<file path="src/core/phy_rx_pkg.sv">
// shared constants and types of the 10/100 receive path
// assumes a 250 MHz core clock and a symbol clock sampled from the line side
// Function
// - 10M: carrier sense on first decoder edge
// - no mid-bit edges: drop CRS within 1.5 bits
// - receive clock runs five bits after CRS
// - 10M bits grouped into nibbles for MAC
// - no link pulses: disable transmit, receive, collision
// - 100M link needs locked scrambled idle stream
// - fast link pulses never raise signal detect
// - MLT-3 decoded to NRZI, then NRZ
// - plain bit is received bit XOR sequence
// - lock after twelve consecutive unscrambled idles
// - hold timer restarts after sixteen idles
// - hold expiry drops lock, resets descrambler
// - align code-groups on start pair; bypass allowed
// - start pair replaced by two preamble nibbles
// - packet ends on end delimiter or two idles
// - link up after 500 ms signal detect
// - bad start: error and 1110 until idles
// - two idles release error and carrier
// - half duplex: CRS on transmit or receive
// - full duplex: CRS on receive only
// - half duplex: collision on simultaneous activity
// - 10M: 1 us heartbeat on COL after transmit
// - invalid code-group gives nibble 6h with error
// - control code-groups inside data are errors
// - receive clock 25 MHz or 2.5 MHz
package phy_rx_pkg;
  // ------------------------------------------------------------
  // timing
  // ------------------------------------------------------------
  localparam int CLK_NS = 4;
  localparam int HOLD_MS = 722;
  localparam int HOLD_CYC = HOLD_MS * 1000000 / CLK_NS;
  localparam int LINK_MS = 500;
  localparam int LINK_CYC = LINK_MS * 1000000 / CLK_NS;
  localparam int NLP_LOSS_MS = 150;
  localparam int NLP_CYC = NLP_LOSS_MS * 1000000 / CLK_NS;
  localparam int HB_US = 1;
  localparam int HB_CYC = HB_US * 1000 / CLK_NS;
  localparam int BIT10_NS = 100;
  localparam int BIT10_CYC = BIT10_NS / CLK_NS;
  localparam int MID_MIN_CYC = (BIT10_CYC * 3 + 3) / 4;
  localparam int EOF_CYC = BIT10_CYC * 3 / 2;
  localparam int RXCLK10_NS = 400;
  localparam int RXCLK10_HALF = RXCLK10_NS / 2 / CLK_NS;
  // ------------------------------------------------------------
  // coding
  // ------------------------------------------------------------
  localparam int SYNC_IDLES = 12;
  localparam int CG_BITS = 5;
  localparam int SYNC_ONES = SYNC_IDLES * CG_BITS;
  localparam int HOLD_IDLES = 16;
  localparam logic [3:0] IDLE_PAIR_ONES = 4'hA;
  localparam logic [4:0] CG_IDLE = 5'h1F;
  localparam logic [4:0] CG_J = 5'h18;
  localparam logic [4:0] CG_K = 5'h11;
  localparam logic [4:0] CG_T = 5'h0D;
  localparam logic [3:0] NIB_PRE = 4'h5;
  localparam logic [3:0] NIB_BAD_SSD = 4'hE;
  localparam logic [3:0] NIB_INVALID = 4'h6;
  localparam logic [2:0] PH_LAST = 3'h4;
  localparam logic [2:0] PH_J_ZERO = 3'h2;
  localparam logic [2:0] PH_CLK_HI = 3'h2;
  localparam int TAP_A = 10;
  localparam int TAP_B = 8;
  // ------------------------------------------------------------
  // synchronised pin positions
  // ------------------------------------------------------------
  localparam int PIN_LCLK = 0;
  localparam int PIN_MPOS = 1;
  localparam int PIN_MNEG = 2;
  localparam int PIN_ENERGY = 3;
  localparam int PIN_FLP = 4;
  localparam int PIN_MAN = 5;
  localparam int PIN_SQ = 6;
  localparam int PIN_NLP = 7;
  localparam int PIN_SP100 = 8;
  localparam int PIN_FDX = 9;
  localparam int PIN_BYP = 10;
  localparam int PIN_W = 11;

  typedef enum logic [2:0] {st_idle, st_j, st_k, st_data, st_bad} pcs_state_type;
endpackage

</file>
<file path="src/core/rx_code_map.sv">
// 5B code-group to 4B nibble lookup
// assumes code bits ordered first received in bit 4
`timescale 1ns/1ps
module rx_code_map (
  input wire logic [4:0] code,
  output logic [3:0] nibble,
  output logic data_ok
);
  // ------------------------------------------------------------
  // data code-groups only; control and invalid codes report not ok
  // ------------------------------------------------------------
  always_comb begin
    data_ok = 1'b1;
    unique case (code)
      5'h1E: nibble = 4'h0;
      5'h09: nibble = 4'h1;
      5'h14: nibble = 4'h2;
      5'h15: nibble = 4'h3;
      5'h0A: nibble = 4'h4;
      5'h0B: nibble = 4'h5;
      5'h0E: nibble = 4'h6;
      5'h0F: nibble = 4'h7;
      5'h12: nibble = 4'h8;
      5'h13: nibble = 4'h9;
      5'h16: nibble = 4'hA;
      5'h17: nibble = 4'hB;
      5'h1A: nibble = 4'hC;
      5'h1B: nibble = 4'hD;
      5'h1C: nibble = 4'hE;
      5'h1D: nibble = 4'hF;
      default: begin
        nibble = 4'h0;
        data_ok = 1'b0;
      end
    endcase
  end
endmodule

</file>
<file path="src/core/phy_rx_path.sv">
// 10/100 receive path: manchester and mlt-3 decode, descrambler, pcs, mii receive side
// assumes line-side pins asynchronous to clk, tx_active from logic on clk
`timescale 1ns/1ps
module phy_rx_path #(
  parameter int unsigned HOLD_CYCLES = phy_rx_pkg::HOLD_CYC,
  parameter int unsigned LINK_CYCLES = phy_rx_pkg::LINK_CYC,
  parameter int unsigned NLP_CYCLES = phy_rx_pkg::NLP_CYC
) (
  input wire logic clk,
  input wire logic reset_n,
  input wire logic line_clk,
  input wire logic mlt3_pos,
  input wire logic mlt3_neg,
  input wire logic sig_energy,
  input wire logic flp_seen,
  input wire logic manch_in,
  input wire logic squelch_ok,
  input wire logic nlp_pulse,
  input wire logic speed_100,
  input wire logic full_duplex,
  input wire logic descr_bypass,
  input wire logic tx_active,
  output logic rx_clk,
  output logic [3:0] rxd,
  output logic rx_dv,
  output logic rx_er,
  output logic crs,
  output logic col,
  output logic link_up_100,
  output logic link_up_10,
  output logic tx_enable_10,
  output logic descr_locked
);
  import phy_rx_pkg::*;

  // ------------------------------------------------------------
  // input synchronisers
  // ------------------------------------------------------------
  logic [PIN_W-1:0] pins, sync1_reg, sync2_reg, prev_reg;
  logic sym_en, sp100, fdx, bypass, man, m_edge, nlp_rise, sq, energy, flp;
  logic [1:0] mlt_now;
  assign pins = {descr_bypass, full_duplex, speed_100, nlp_pulse, squelch_ok, manch_in,
                 flp_seen, sig_energy, mlt3_neg, mlt3_pos, line_clk};
  always_ff @(posedge clk or negedge reset_n) begin
    if (!reset_n) begin
      sync1_reg <= '0;
      sync2_reg <= '0;
      prev_reg <= '0;
    end else begin
      sync1_reg <= pins;
      sync2_reg <= sync1_reg;
      prev_reg <= sync2_reg;
    end
  end
  assign sym_en = sync2_reg[PIN_LCLK] & ~prev_reg[PIN_LCLK];
  assign sp100 = sync2_reg[PIN_SP100];
  assign fdx = sync2_reg[PIN_FDX];
  assign bypass = sync2_reg[PIN_BYP];
  assign man = sync2_reg[PIN_MAN];
  assign m_edge = sync2_reg[PIN_MAN] ^ prev_reg[PIN_MAN];
  assign nlp_rise = sync2_reg[PIN_NLP] & ~prev_reg[PIN_NLP];
  assign sq = sync2_reg[PIN_SQ];
  assign energy = sync2_reg[PIN_ENERGY];
  assign flp = sync2_reg[PIN_FLP];
  assign mlt_now = {sync2_reg[PIN_MNEG], sync2_reg[PIN_MPOS]};

  // ------------------------------------------------------------
  // mlt-3 decode and descrambler
  // ------------------------------------------------------------
  logic [1:0] mlt_reg, mlt_next;
  logic nrzi_reg, nrzi_next, nrzi_new, nrz, pred, plain, rbit;
  logic [10:0] lfsr_reg, lfsr_next;
  logic lock_reg, lock_next;
  logic [5:0] ones_reg, ones_next;
  logic [2:0] five_reg, five_next;
  logic [4:0] idles_reg, idles_next;
  logic [31:0] hold_reg, hold_next;
  always_comb begin
    nrzi_new = nrzi_reg ^ (mlt_now != mlt_reg);
    nrz = nrzi_new ^ nrzi_reg;
    pred = lfsr_reg[TAP_A] ^ lfsr_reg[TAP_B];
    plain = nrz ^ pred;
    rbit = bypass ? nrz : plain;
    mlt_next = mlt_reg;
    nrzi_next = nrzi_reg;
    lfsr_next = lfsr_reg;
    lock_next = lock_reg;
    ones_next = ones_reg;
    five_next = five_reg;
    idles_next = idles_reg;
    hold_next = lock_reg ? hold_reg + 32'h1 : hold_reg;
    if (sym_en && sp100) begin
      mlt_next = mlt_now;
      nrzi_next = nrzi_new;
      lfsr_next = {lfsr_reg[9:0], lock_reg ? pred : ~nrz};
      ones_next = plain ? ((&ones_reg) ? ones_reg : ones_reg + 6'h1) : 6'h0;
      if (!lock_reg && plain && ones_reg == 6'(SYNC_ONES - 1)) begin
        lock_next = 1'b1;
        hold_next = '0;
        idles_next = '0;
        five_next = '0;
      end
      if (lock_reg) begin
        five_next = (plain && five_reg != 3'(CG_BITS - 1)) ? five_reg + 3'h1 : 3'h0;
        if (plain && five_reg == 3'(CG_BITS - 1)) begin
          idles_next = idles_reg + 5'h1;
          if (idles_reg == 5'(HOLD_IDLES - 1)) begin
            idles_next = '0;
            hold_next = '0;
          end
        end
      end
    end
    if ((lock_reg && hold_reg == HOLD_CYCLES - 1) || !sp100) begin
      lock_next = 1'b0;
      lfsr_next = '0;
      ones_next = '0;
      idles_next = '0;
      five_next = '0;
      hold_next = '0;
    end
  end
  always_ff @(posedge clk or negedge reset_n) begin
    if (!reset_n) begin
      mlt_reg <= '0;
      nrzi_reg <= 1'b0;
      lfsr_reg <= '0;
      lock_reg <= 1'b0;
      ones_reg <= '0;
      five_reg <= '0;
      idles_reg <= '0;
      hold_reg <= '0;
    end else begin
      mlt_reg <= mlt_next;
      nrzi_reg <= nrzi_next;
      lfsr_reg <= lfsr_next;
      lock_reg <= lock_next;
      ones_reg <= ones_next;
      five_reg <= five_next;
      idles_reg <= idles_next;
      hold_reg <= hold_next;
    end
  end

  // ------------------------------------------------------------
  // signal detect and link monitor
  // ------------------------------------------------------------
  logic sd, link100_reg, link100_next;
  logic [31:0] link_cnt_reg, link_cnt_next;
  assign sd = energy & ~flp & lock_reg;
  always_comb begin
    link_cnt_next = link_cnt_reg;
    link100_next = link100_reg;
    if (!sd) begin
      link_cnt_next = '0;
      link100_next = 1'b0;
    end else if (link_cnt_reg == LINK_CYCLES - 1) begin
      link100_next = 1'b1;
    end else begin
      link_cnt_next = link_cnt_reg + 32'h1;
    end
  end
  always_ff @(posedge clk or negedge reset_n) begin
    if (!reset_n) begin
      link_cnt_reg <= '0;
      link100_reg <= 1'b0;
    end else begin
      link_cnt_reg <= link_cnt_next;
      link100_reg <= link100_next;
    end
  end

  // ------------------------------------------------------------
  // code-group alignment and 5b/4b decode
  // ------------------------------------------------------------
  pcs_state_type pst_reg, pst_next;
  logic [9:0] sh_reg, sh_next, sh_new;
  logic [2:0] phase_reg, phase_next;
  logic [3:0] run_reg, run_next, pnib_reg, pnib_next, map_nib;
  logic idl_reg, idl_next, pdv_reg, pdv_next, per_reg, per_next, map_ok;
  logic [4:0] code;
  assign sh_new = {sh_reg[8:0], rbit};
  assign code = sh_new[4:0];
  rx_code_map u_map (
    .code(code),
    .nibble(map_nib),
    .data_ok(map_ok)
  );
  always_comb begin
    pst_next = pst_reg;
    sh_next = sh_reg;
    phase_next = phase_reg;
    run_next = run_reg;
    idl_next = idl_reg;
    pnib_next = pnib_reg;
    pdv_next = pdv_reg;
    per_next = per_reg;
    if (!link100_reg) begin
      pst_next = st_idle;
      pdv_next = 1'b0;
      per_next = 1'b0;
      run_next = '0;
    end else if (sym_en) begin
      sh_next = sh_new;
      run_next = rbit ? ((&run_reg) ? run_reg : run_reg + 4'h1) : 4'h0;
      phase_next = (phase_reg == PH_LAST) ? 3'h0 : phase_reg + 3'h1;
      unique case (pst_reg)
        st_idle: begin
          if (!rbit && run_reg >= IDLE_PAIR_ONES) begin
            pst_next = st_j;
            phase_next = PH_J_ZERO + 3'h1;
          end
        end
        st_j, st_k: begin
          if (phase_reg == PH_LAST) begin
            idl_next = 1'b0;
            if (code == ((pst_reg == st_j) ? CG_J : CG_K)) begin
              pnib_next = NIB_PRE;
              pdv_next = 1'b1;
              per_next = 1'b0;
              pst_next = (pst_reg == st_j) ? st_k : st_data;
            end else begin
              pnib_next = NIB_BAD_SSD;
              pdv_next = 1'b0;
              per_next = 1'b1;
              pst_next = st_bad;
            end
          end
        end
        st_data: begin
          if (phase_reg == PH_LAST) begin
            idl_next = (code == CG_IDLE);
            if (code == CG_T || (code == CG_IDLE && idl_reg)) begin
              pst_next = st_idle;
              pdv_next = 1'b0;
              per_next = 1'b0;
            end else begin
              pdv_next = 1'b1;
              per_next = !map_ok;
              pnib_next = map_ok ? map_nib : NIB_INVALID;
            end
          end
        end
        st_bad: begin
          if (phase_reg == PH_LAST) begin
            idl_next = (code == CG_IDLE);
            pnib_next = NIB_BAD_SSD;
            per_next = 1'b1;
            if (code == CG_IDLE && idl_reg) begin
              pst_next = st_idle;
              per_next = 1'b0;
            end
          end
        end
      endcase
    end
  end
  always_ff @(posedge clk or negedge reset_n) begin
    if (!reset_n) begin
      pst_reg <= st_idle;
      sh_reg <= '0;
      phase_reg <= '0;
      run_reg <= '0;
      idl_reg <= 1'b0;
      pnib_reg <= '0;
      pdv_reg <= 1'b0;
      per_reg <= 1'b0;
    end else begin
      pst_reg <= pst_next;
      sh_reg <= sh_next;
      phase_reg <= phase_next;
      run_reg <= run_next;
      idl_reg <= idl_next;
      pnib_reg <= pnib_next;
      pdv_reg <= pdv_next;
      per_reg <= per_next;
    end
  end

  // ------------------------------------------------------------
  // 10m manchester decode, link pulses, heartbeat
  // ------------------------------------------------------------
  logic crs10_reg, crs10_next, nrdy_reg, nrdy_next, clk10_reg, clk10_next, dv10_reg, dv10_next;
  logic link10_reg, link10_next, tx_prev_reg, rx10_en, fall10;
  logic [5:0] since_reg, since_next;
  logic [3:0] nib10_reg, nib10_next, nout_reg, nout_next, rxd10_reg, rxd10_next;
  logic [1:0] bcnt_reg, bcnt_next;
  logic [6:0] div_reg, div_next;
  logic [31:0] nlp_cnt_reg, nlp_cnt_next;
  logic [7:0] hb_reg, hb_next;
  always_comb begin
    crs10_next = crs10_reg;
    nib10_next = nib10_reg;
    nout_next = nout_reg;
    rxd10_next = rxd10_reg;
    bcnt_next = bcnt_reg;
    nrdy_next = nrdy_reg;
    dv10_next = dv10_reg;
    clk10_next = clk10_reg;
    since_next = (since_reg == 6'(EOF_CYC)) ? since_reg : since_reg + 6'h1;
    fall10 = (div_reg == 7'(RXCLK10_HALF - 1)) && clk10_reg;
    div_next = div_reg + 7'h1;
    if (div_reg == 7'(RXCLK10_HALF - 1)) begin
      div_next = '0;
      clk10_next = ~clk10_reg;
    end
    if (fall10) begin
      dv10_next = nrdy_reg;
      rxd10_next = nout_reg;
      nrdy_next = 1'b0;
    end
    rx10_en = !sp100 && sq && link10_reg;
    if (!rx10_en) begin
      crs10_next = 1'b0;
    end else if (m_edge && !crs10_reg) begin
      crs10_next = 1'b1;
      since_next = '0;
      bcnt_next = '0;
    end else if (crs10_reg && m_edge && since_reg >= 6'(MID_MIN_CYC)) begin
      since_next = '0;
      nib10_next = {man, nib10_reg[3:1]};
      bcnt_next = bcnt_reg + 2'h1;
      if (&bcnt_reg) begin
        nrdy_next = 1'b1;
        nout_next = {man, nib10_reg[3:1]};
      end
    end else if (crs10_reg && since_reg >= 6'(EOF_CYC - 1)) begin
      crs10_next = 1'b0;
    end
    nlp_cnt_next = nlp_cnt_reg + 32'h1;
    link10_next = link10_reg;
    if (nlp_rise) begin
      nlp_cnt_next = '0;
      link10_next = 1'b1;
    end else if (nlp_cnt_reg >= NLP_CYCLES - 1) begin
      nlp_cnt_next = nlp_cnt_reg;
      link10_next = 1'b0;
    end
    hb_next = (hb_reg != 8'h0) ? hb_reg - 8'h1 : hb_reg;
    if (tx_prev_reg && !tx_active && !sp100 && link10_reg) begin
      hb_next = 8'(HB_CYC);
    end
  end
  always_ff @(posedge clk or negedge reset_n) begin
    if (!reset_n) begin
      crs10_reg <= 1'b0;
      since_reg <= '0;
      nib10_reg <= '0;
      nout_reg <= '0;
      rxd10_reg <= '0;
      bcnt_reg <= '0;
      nrdy_reg <= 1'b0;
      dv10_reg <= 1'b0;
      div_reg <= '0;
      clk10_reg <= 1'b0;
      nlp_cnt_reg <= '0;
      link10_reg <= 1'b0;
      hb_reg <= '0;
      tx_prev_reg <= 1'b0;
    end else begin
      crs10_reg <= crs10_next;
      since_reg <= since_next;
      nib10_reg <= nib10_next;
      nout_reg <= nout_next;
      rxd10_reg <= rxd10_next;
      bcnt_reg <= bcnt_next;
      nrdy_reg <= nrdy_next;
      dv10_reg <= dv10_next;
      div_reg <= div_next;
      clk10_reg <= clk10_next;
      nlp_cnt_reg <= nlp_cnt_next;
      link10_reg <= link10_next;
      hb_reg <= hb_next;
      tx_prev_reg <= tx_active;
    end
  end

  // ------------------------------------------------------------
  // mii outputs
  // ------------------------------------------------------------
  logic rx_act, tx_ok;
  logic rx_clk_reg, rx_dv_reg, rx_er_reg, crs_reg, col_reg, rx_clk_next, rx_dv_next, rx_er_next;
  logic crs_next, col_next;
  logic [3:0] rxd_reg, rxd_next;
  always_comb begin
    rx_act = sp100 ? (pst_reg != st_idle) : crs10_reg;
    tx_ok = sp100 ? link100_reg : link10_reg;
    col_next = (!fdx && rx_act && tx_active && tx_ok) || (hb_reg != 8'h0);
    crs_next = rx_act || (tx_active && !fdx);
    rx_clk_next = sp100 ? (phase_reg >= PH_CLK_HI) : clk10_reg;
    rxd_next = sp100 ? pnib_reg : rxd10_reg;
    rx_dv_next = sp100 ? pdv_reg : dv10_reg;
    rx_er_next = sp100 && per_reg;
  end
  always_ff @(posedge clk or negedge reset_n) begin
    if (!reset_n) begin
      rx_clk_reg <= 1'b0;
      rxd_reg <= '0;
      rx_dv_reg <= 1'b0;
      rx_er_reg <= 1'b0;
      crs_reg <= 1'b0;
      col_reg <= 1'b0;
    end else begin
      rx_clk_reg <= rx_clk_next;
      rxd_reg <= rxd_next;
      rx_dv_reg <= rx_dv_next;
      rx_er_reg <= rx_er_next;
      crs_reg <= crs_next;
      col_reg <= col_next;
    end
  end
  assign rx_clk = rx_clk_reg;
  assign rxd = rxd_reg;
  assign rx_dv = rx_dv_reg;
  assign rx_er = rx_er_reg;
  assign crs = crs_reg;
  assign col = col_reg;
  assign link_up_100 = link100_reg;
  assign link_up_10 = link10_reg;
  assign tx_enable_10 = link10_reg;
  assign descr_locked = lock_reg;
endmodule

</file>
<file path="config.mk">
export PLATFORM = sky130hd
export DESIGN_NAME = phy_rx_path
export DESIGN_NICKNAME = d
export VERILOG_FILES = /design/src/core/phy_rx_pkg.sv /design/src/core/rx_code_map.sv /design/src/core/phy_rx_path.sv
export SDC_FILE = /design/constraint.sdc
export NUM_CORES = 1
export LEC_CHECK = 0
export BUFFER_PORTS_ARGS = -buffer_cell sky130_fd_sc_hd__buf_2
export CORE_MARGIN = 3
export CORE_UTILIZATION = 50
export CTS_BUF_LIST = sky130_fd_sc_hd__clkbuf_2 sky130_fd_sc_hd__clkbuf_4 sky130_fd_sc_hd__clkbuf_8
export CTS_CLUSTER_DIAMETER = 100
export DETAILED_ROUTE_END_ITERATION = 8
export GPL_TIMING_DRIVEN = 0
export PLACE_DENSITY_LB_ADDON = 0.12
export SYNTH_ARGS = -nofsm -noshare
export SYNTH_HDL_FRONTEND = slang
export SYNTH_SLANG_ARGS = --single-unit
</file>
<file path="constraint.sdc">
create_clock -name clk -period 2.9 [get_ports clk]
set_input_delay 0.58 -clock clk [delete_from_list [all_inputs] [get_ports clk]]
set_output_delay 0.58 -clock clk [all_outputs]
set_load 0.02 [all_outputs]
</file>
==> out/qor.tcl, run 1 <==
set qor(status) {complete, no violations}
set qor(drv.max_cap_violation_count) 0
set qor(static_leakage_power_nw) 5.19
set qor(vias_per_cell) 5.49
set qor(die_x_um) 151
set qor(gpl.final_weighted_congestion) 0.844
set qor(clock_insertion_delay_worst_skew_ns) 0.52
set qor(wl_per_cell_um) 14.9
set qor(globalRouteOverflowTotal) 0
set qor(fmax_ghz) 0.380
set qor(floorplan.rows) 52
set qor(synthTopCellsByArea) {dfrtp_1 (53%), nor2_1 (4.9%), xor2_1 (4.3%)}
set qor(n_fill_cell) 1740
set qor(ant_nets) 0
set qor(buffer_type_at_the_clock_tree_root) {clkbuf_8}
set qor(antenna_found_initial) 0
set qor(ys.warnings.count) 0
set qor(critical_path_class) {reg -> reg}
set qor(yosys.area.top_type_share_pct) 52.6
set qor(cts_buffer_depth) 3
set qor(cts_hold_buffers) 0
set qor(grt_pass1_wl_mm) 35.8
set qor(vias) 7644
set qor(drc) 0
set qor(synthesis_to_finish_area_growth_pct) 13.2
set qor(drt-initial-drc-count) 327
set qor(layout-drive-gt1-share_pct) 12.3
set qor(syn-mean-instance-area_um2) 10.2
set qor(final.min_clock_period_ns) 2.63
set qor(critical_path_start_type) {flip-flop}
set qor(chipHeight_um) 151
set qor(fin_crit_sh_pct) 90.7
set qor(grt_usage_pct) 19.2
set qor(io-pin-count) 27
set qor(cts.sinks) 220
set qor(maximum_number_of_pins_on_one_net_before_global_route_repair) 83
set qor(initial_core_util_pct) 51.4
set qor(finalSetupTns_ns) 0
set qor(cellPowerDensity_nw_per_um2) 580
set qor(placed_cells) 1326
set qor(async_flop_share_pct) 100
set qor(number_of_nets_in_the_final_layout) 1129
set qor(std_cell_core_area_um2) 20400
set qor(wirelength_mm) 20.8
set qor(setup.worst_path.end_class) {flip-flop}
set qor(grt_pass1_vias) 7364
set qor(synth_largest_area_cell) {dfrtp_1}
set qor(yosys-top-cells-count) {dfrtp_1 (220), nor2_1 (137), nand2_1 (80), nand3_1 (54), xor2_1 (51)}
set qor(finalHoldViolations) 0
set qor(fp.dieArea_um2) 22700
set qor(finalMaxSlewViolations) 0
set qor(cp_data_required_time_ns) 3.29
set qor(timing.final.ws_setup_ns) 0.270
set qor(post_layout_nonfiller_instances) 1393
set qor(cts-htree-levels) 2
set qor(postSynthNetCount) 1060
set qor(irDropWorstVdd_mv) 0.389
set qor(worstPathMaxFanout) 10
set qor(share_of_synthesized_area_occupied_by_flip_flops_and_latches_pct) 52.6
set qor(netlist_area_um2) 10500
set qor(synth.distinct_cells) 72
set qor(postcts_setup_bufs) 0
set qor(synthMostInstantiatedCell) {dfrtp_1}
set qor(worst_pin_slew_ns) 1.23
set qor(dominantRegCellSynth) {dfrtp_1}
set qor(n_antenna_cell) 0
set qor(worst_setup_hold_path_clk_slew_ns) 0.06
set qor(synth_cells) 1028
set qor(min-delay-path-class) {in -> async}
set qor(synth-edff-count) 0
set qor(pre_cts_ws_ns) 0.180
set qor(dp.final_hpwl_mm) 14.1
set qor(synth_seq_cells) 220
set qor(tritoncts) {done}
set qor(quantity_of_i_o_buffers_inserted_on_ports) 26
set qor(clock-skew-final_ns) 0.0160
set qor(grt_setup_unrepaired) {false}
set qor(setup_viol_count_final) 0
set qor(worst_slew_margin_rel_pct) 17.2
set qor(arrival_ns) 3.02
set qor(cts-buffers-inserted) 39
set qor(first_pass_iters) 4
-- stage by stage --
stage                     instance area, µm²  power, W  util [%]  hold slack (ns)
after floorplan                        10500   0.00371         -            0.284
after global placement                 10900   0.00388      53.7            0.334
after detailed placement               11000   0.00390      54.0            0.335
after CTS                              11800   0.00699      58.1           0.0252
after global routing                   11800   0.00722      58.1           0.0424
final                                  11800   0.00686      58.1           0.0156
-- worst max-delay path, cell delays in order (launching register included) --
cell and delay (ns):
dfrtp_1 0.40, xnor2_1 0.42, o21ai_0 0.31, nand2_1 0.33
nand2_1 0.11, o21ai_1 0.40, buf_1 0.42, nor2_1 0.10
-- routing by layer --
layer	global-route usage, %	vias up	routed length [µm]
met1	27.4	3700	10000
li1	-	3778	-
met5	0	-	0
met2	29.6	122	9380
met3	3.49	44	935
met4	6.39	0	469
-- repair_timing --
action / in CTS / in global routing
endpoints found under the hold margin: 0 / 0
resized for setup: 0 / 3
endpoints found under the setup margin: 0 / 7
-- worst paths after layout --
check	start	to	slack [ns]	depth (start not counted)
worst max-delay path	lfsr_reg[8]$_DFFE_PN0P_	hold_reg[25]$_DFF_PN0_	0.27	7
worst min-delay path	reset_n	lfsr_reg[8]$_DFFE_PN0P_	0.02	1
worst max register to register	lfsr_reg[8]$_DFFE_PN0P_	hold_reg[25]$_DFF_PN0_	0.27	7
worst min register to register	sync1_reg[0]$_DFF_PN0_	sync2_reg[0]$_DFF_PN0_	0.35	0
max in group asynchronous	reset_n	nlp_cnt_reg[17]$_DFFE_PN0P_	2.10	2
min in group clk	squelch_ok	sync1_reg[6]$_DFF_PN0_	0.16	1
-- final cells by class --
cell class	instances	area [µm²]	share of cell area [%]
sequential	220	5510	46.5
clock inverter	2	10.0	0.0845
buffer	33	129	1.09
clock buffer	65	832	7.03
tap	270	338	2.85
timing repair buffer	28	195	1.65
multi-input combinational	751	4740	40.0
inverter	24	90.1	0.761
-- cell families after synthesis --
group	Yosys count	share of synthesized area, %
adders and majority gates	18	2.15
and+or+nand+nor	451	22.1
muxes	32	3.32
AOI/OAI and AO/OA	160	10.2
xor gates and xnor gates	90	7.53
buffers and inverters	57	2.08
DFF	220	52.6
-- cell usage in the layout (no fill, tap or decap), drive strengths merged, types with 8 or more instances in the layout --
master | Yosys | final
buf | 3 | 32
nor2 | 137 | 137
nand3 | 54 | 54
nand2b | 11 | 11
clkbuf | 30 | 94
xor2 | 51 | 51
a21oi | 40 | 40
xnor2 | 39 | 39
nor3 | 22 | 22
or4 | 8 | 8
o21ai | 43 | 43
nand4 | 21 | 21
mux2i | 10 | 10
or3 | 21 | 21
and2 | 13 | 13
nor4 | 14 | 14
o31ai | 9 | 9
nor2b | 11 | 11
ha | 18 | 18
a22o | 12 | 12
nand2 | 80 | 80
and3 | 23 | 23
dfrtp | 220 | 220
inv | 24 | 24
o211ai | 14 | 14
mux2 | 22 | 22
-- report_power, final --
group | leakage [nW] | internal, W | switching (W) | total, W
Combinational | 1.80 | 0.000205 | 0.000302 | 0.000507
Clock | 0.449 | 0.00179 | 0.00122 | 0.00302
Sequential | 2.94 | 0.00320 | 0.000135 | 0.00334
Total | 5.19 | 0.00520 | 0.00166 | 0.00686
(Power assumes the default switching activity.)
==> run 2: changes to the inputs <==
- BUFFER_PORTS_ARGS: -buffer_cell sky130_fd_sc_hd__buf_2 -> not set
- CORE_MARGIN: 3 -> 8
- DONT_BUFFER_PORTS: not set -> 1
==> run 2 against run 1 <==
- the run now ends with hold timing left
- die area up 14%
- core utilization down 2.2 points
- combinational power down 15%
- first-iteration DRC count up 35%
- clock power down 3%
- non-clock buffer count down 28
- routed wire length down 0.19%
- design area down 1.9%
- critical path depth down 1
- global-route usage down 2.7 points
- fmax down 1.4%
- critical path type unchanged
==> out/qor.tcl, run 2 (synthesized netlist as in run 1, its figures left out) <==
set qor(wl_per_cell_um) 15.2 ;# +1.4%
set qor(finalSetupTns_ns) 0 ;# unchanged
set qor(floorplan.rows) 53 ;# +1.9%
set qor(irDropWorstVdd_mv) 0.451 ;# +16%
set qor(cts.sinks) 220 ;# unchanged
set qor(wirelength_mm) 20.8 ;# -0.19%
set qor(grt_pass1_vias) 7366 ;# +0.027%
set qor(use_met2_pct) 25.4 ;# -4.2 points
set qor(critical_path_class) {reg -> reg}
set qor(cellPowerDensity_nw_per_um2) 578 ;# -0.33%
set qor(drt-initial-drc-count) 441 ;# +35%
set qor(io-pin-count) 27 ;# unchanged
set qor(grt_pass1_wl_mm) 35.8 ;# about the same
set qor(cp_data_required_time_ns) 3.27 ;# -0.02 ns
set qor(timing.final.ws_setup_ns) 0.232 ;# -0.0382 ns
set qor(finalHoldViolations) 220 ;# +220
set qor(clock-skew-final_ns) 0.0192 ;# +0.00311 ns
set qor(vias) 7564 ;# -1.0%
set qor(dp.final_hpwl_mm) 13.7 ;# -2.9%
set qor(power_switching_w) 0.00158 ;# -4.9%
set qor(status) {complete, but fails checks}
set qor(antenna_found_initial) 1 ;# +1
set qor(drc) 0 ;# unchanged
set qor(tritoncts) {done}
set qor(share_comb_of_total_power_pct) 6.4 ;# -1.0 points
set qor(worst_setup_hold_path_clk_slew_ns) 0.06 ;# about the same
set qor(maximum_number_of_pins_on_one_net_before_global_route_repair) 221 ;# +170%
set qor(fp.dieArea_um2) 25800 ;# +14%
set qor(cts-buffers-inserted) 40 ;# +2.6%
set qor(setup_viol_count_final) 0 ;# unchanged
set qor(first_pass_iters) 5 ;# +1
set qor(number_of_nets_in_the_final_layout) 1102 ;# -2.4%
set qor(grt_setup_unrepaired) {false}
set qor(layout_commonest_cell) {dfrtp_1}
set qor(final.min_clock_period_ns) 2.67 ;# +0.0382 ns
set qor(worstPathMaxFanout) 7 ;# -3
set qor(final_core_utilization_pct) 56.0 ;# -2.2 points
set qor(grt_most_used_layer) {met2}
set qor(quantity_of_i_o_buffers_inserted_on_ports) 0 ;# -100%
set qor(drv.max_cap_violation_count) 0 ;# unchanged
set qor(critical_path_start_type) {flip-flop}
set qor(setup.worst_path.end_class) {flip-flop}
set qor(gpl.final_weighted_congestion) 0.818 ;# -3.1%
set qor(cts_buffer_depth) 3 ;# unchanged
set qor(chipHeight_um) 161 ;# +6.6%
set qor(final_cell_mix) {dfrtp_1 (220), nor2_1 (137), nand2_1 (80)}
set qor(worst_slew_margin_rel_pct) 23.5 ;# +6.3 points
set qor(initial_core_util_pct) 50.4 ;# -0.97 points
set qor(arrival_ns) 3.04 ;# +0.02 ns
set qor(grt_usage_pct) 16.5 ;# -2.7 points
set qor(clock_insertion_delay_worst_skew_ns) 0.53 ;# about the same
set qor(power.share.clock_pct) 43.8 ;# -0.2 points
set qor(buffer_type_at_the_clock_tree_root) {clkbuf_8}
set qor(fin_worst_hold_slack_ns) -0.240 ;# -0.256 ns
set qor(min-delay-path-class) {in -> async}
set qor(globalRouteOverflowTotal) 0 ;# unchanged
set qor(vias_per_cell) 5.52 ;# +0.54%
set qor(part_of_the_total_power_dissipated_in_sequential_elements_pct) 49.8 ;# +1.2 points
set qor(fmax_ghz) 0.375 ;# -1.4%
set qor(layout-drive-gt1-share_pct) 9.95 ;# -2.3 points
set qor(n_fill_cell) 1823 ;# +4.8%
set qor(ant_nets) 0 ;# unchanged
set qor(pre_cts_ws_ns) 0.213 ;# +0.0329 ns
set qor(synthesis_to_finish_area_growth_pct) 11.0
set qor(failed_checks) {hold timing}
set qor(static_leakage_power_nw) 5.04 ;# -3.0%
set qor(power.share.switching_pct) 23.5 ;# -0.66 points
set qor(cell_internal_pwr_w) 0.00513 ;# -1.3%
set qor(use_met1_pct) 22.8 ;# -4.6 points
set qor(worst_pin_slew_ns) 1.14 ;# -0.0938 ns
set qor(std_cell_core_area_um2) 20800 ;# +1.9%
set qor(cts-htree-levels) 2 ;# unchanged
set qor(grt_use_met3_pct) 3.40 ;# -0.088 points
set qor(finalMaxSlewViolations) 0 ;# unchanged
set qor(die_x_um) 161 ;# +6.6%
set qor(fin_crit_sh_pct) 92.0 ;# +1.3 points
[run 2: cell types whose count changed in the layout (fill, tap and decap cells not counted), sizes merged]
cell	previous run	this run
bufinv	0	1
diode	0	1
clkbuf	94	92
buf	32	3
clkinv	2	4
[run 2: per-layer routing]
layer,share of wire (%),up-vias
met5,0,-
met3,4.4,40
li1,-,3727
met4,2.0,0
met2,46,123
met1,48,3674
[run 2: layout make-up]
type / count / area [µm²] / area share [%]
tap: 275 / 344 / 2.96
sequential: 220 / 5510 / 47.4
buffer: 33 / 128 / 1.10
clock buffer: 62 / 759 / 6.54
clock inverter: 5 / 50.0 / 0.431
inverter: 24 / 90.1 / 0.775
antenna: 1 / 2.50 / 0.0215
multi-input combinational: 751 / 4740 / 40.8
[run 2: metrics by stage]
stage               power [W]  instance area, µm²  std cells
detailed placement    0.00382               10800       1303
CTS                   0.00683               11600       1370
global placement      0.00380               10800       1303
global route          0.00706               11600       1370
finish                0.00671               11600       1371
floorplan             0.00371               10500       1028
[run 2: final timing paths]
kind	slack, ns	cells after the start	start	to
max in group asynchronous	2.86	0	reset_n	hold_reg[20]$_DFF_PN0_
worst min-delay path	-0.24	0	reset_n	since_reg[1]$_DFF_PN0_
worst min register to register	0.34	0	sync1_reg[0]$_DFF_PN0_	sync2_reg[0]$_DFF_PN0_
worst max register to register	0.23	6	descr_locked$_DFFE_PN0P_	hold_reg[31]$_DFF_PN0_
min in group clk	0.08	0	squelch_ok	sync1_reg[6]$_DFF_PN0_
worst max-delay path	0.23	6	descr_locked$_DFFE_PN0P_	hold_reg[31]$_DFF_PN0_
[run 2: critical path, cell delays in order, from the launching register on]
cell	delay [ns]
dfrtp_1	0.59
nand4_1	0.32
nor4_2	0.55
or3b_2	0.56
nor4_1	0.29
xnor2_1	0.16
nor2_1	0.06
[run 2: what timing repair did]
| action | 4_1_cts | 5_1_grt |
|---|---|---|
| gates resized for setup | 0 | 0 |
| hold endpoints to repair | 220 | 220 |
| setup buffers | 0 | 0 |
[run 2: power groups by stage]
stage                     logic (W)  registers [W]  clock network [W]
final                      0.000431        0.00334            0.00294
after global routing       0.000496        0.00336            0.00321
after CTS                  0.000434        0.00334            0.00306
after detailed placement   0.000430        0.00339                  0
after global placement     0.000414        0.00339                  0
after floorplan            0.000350        0.00336                  0
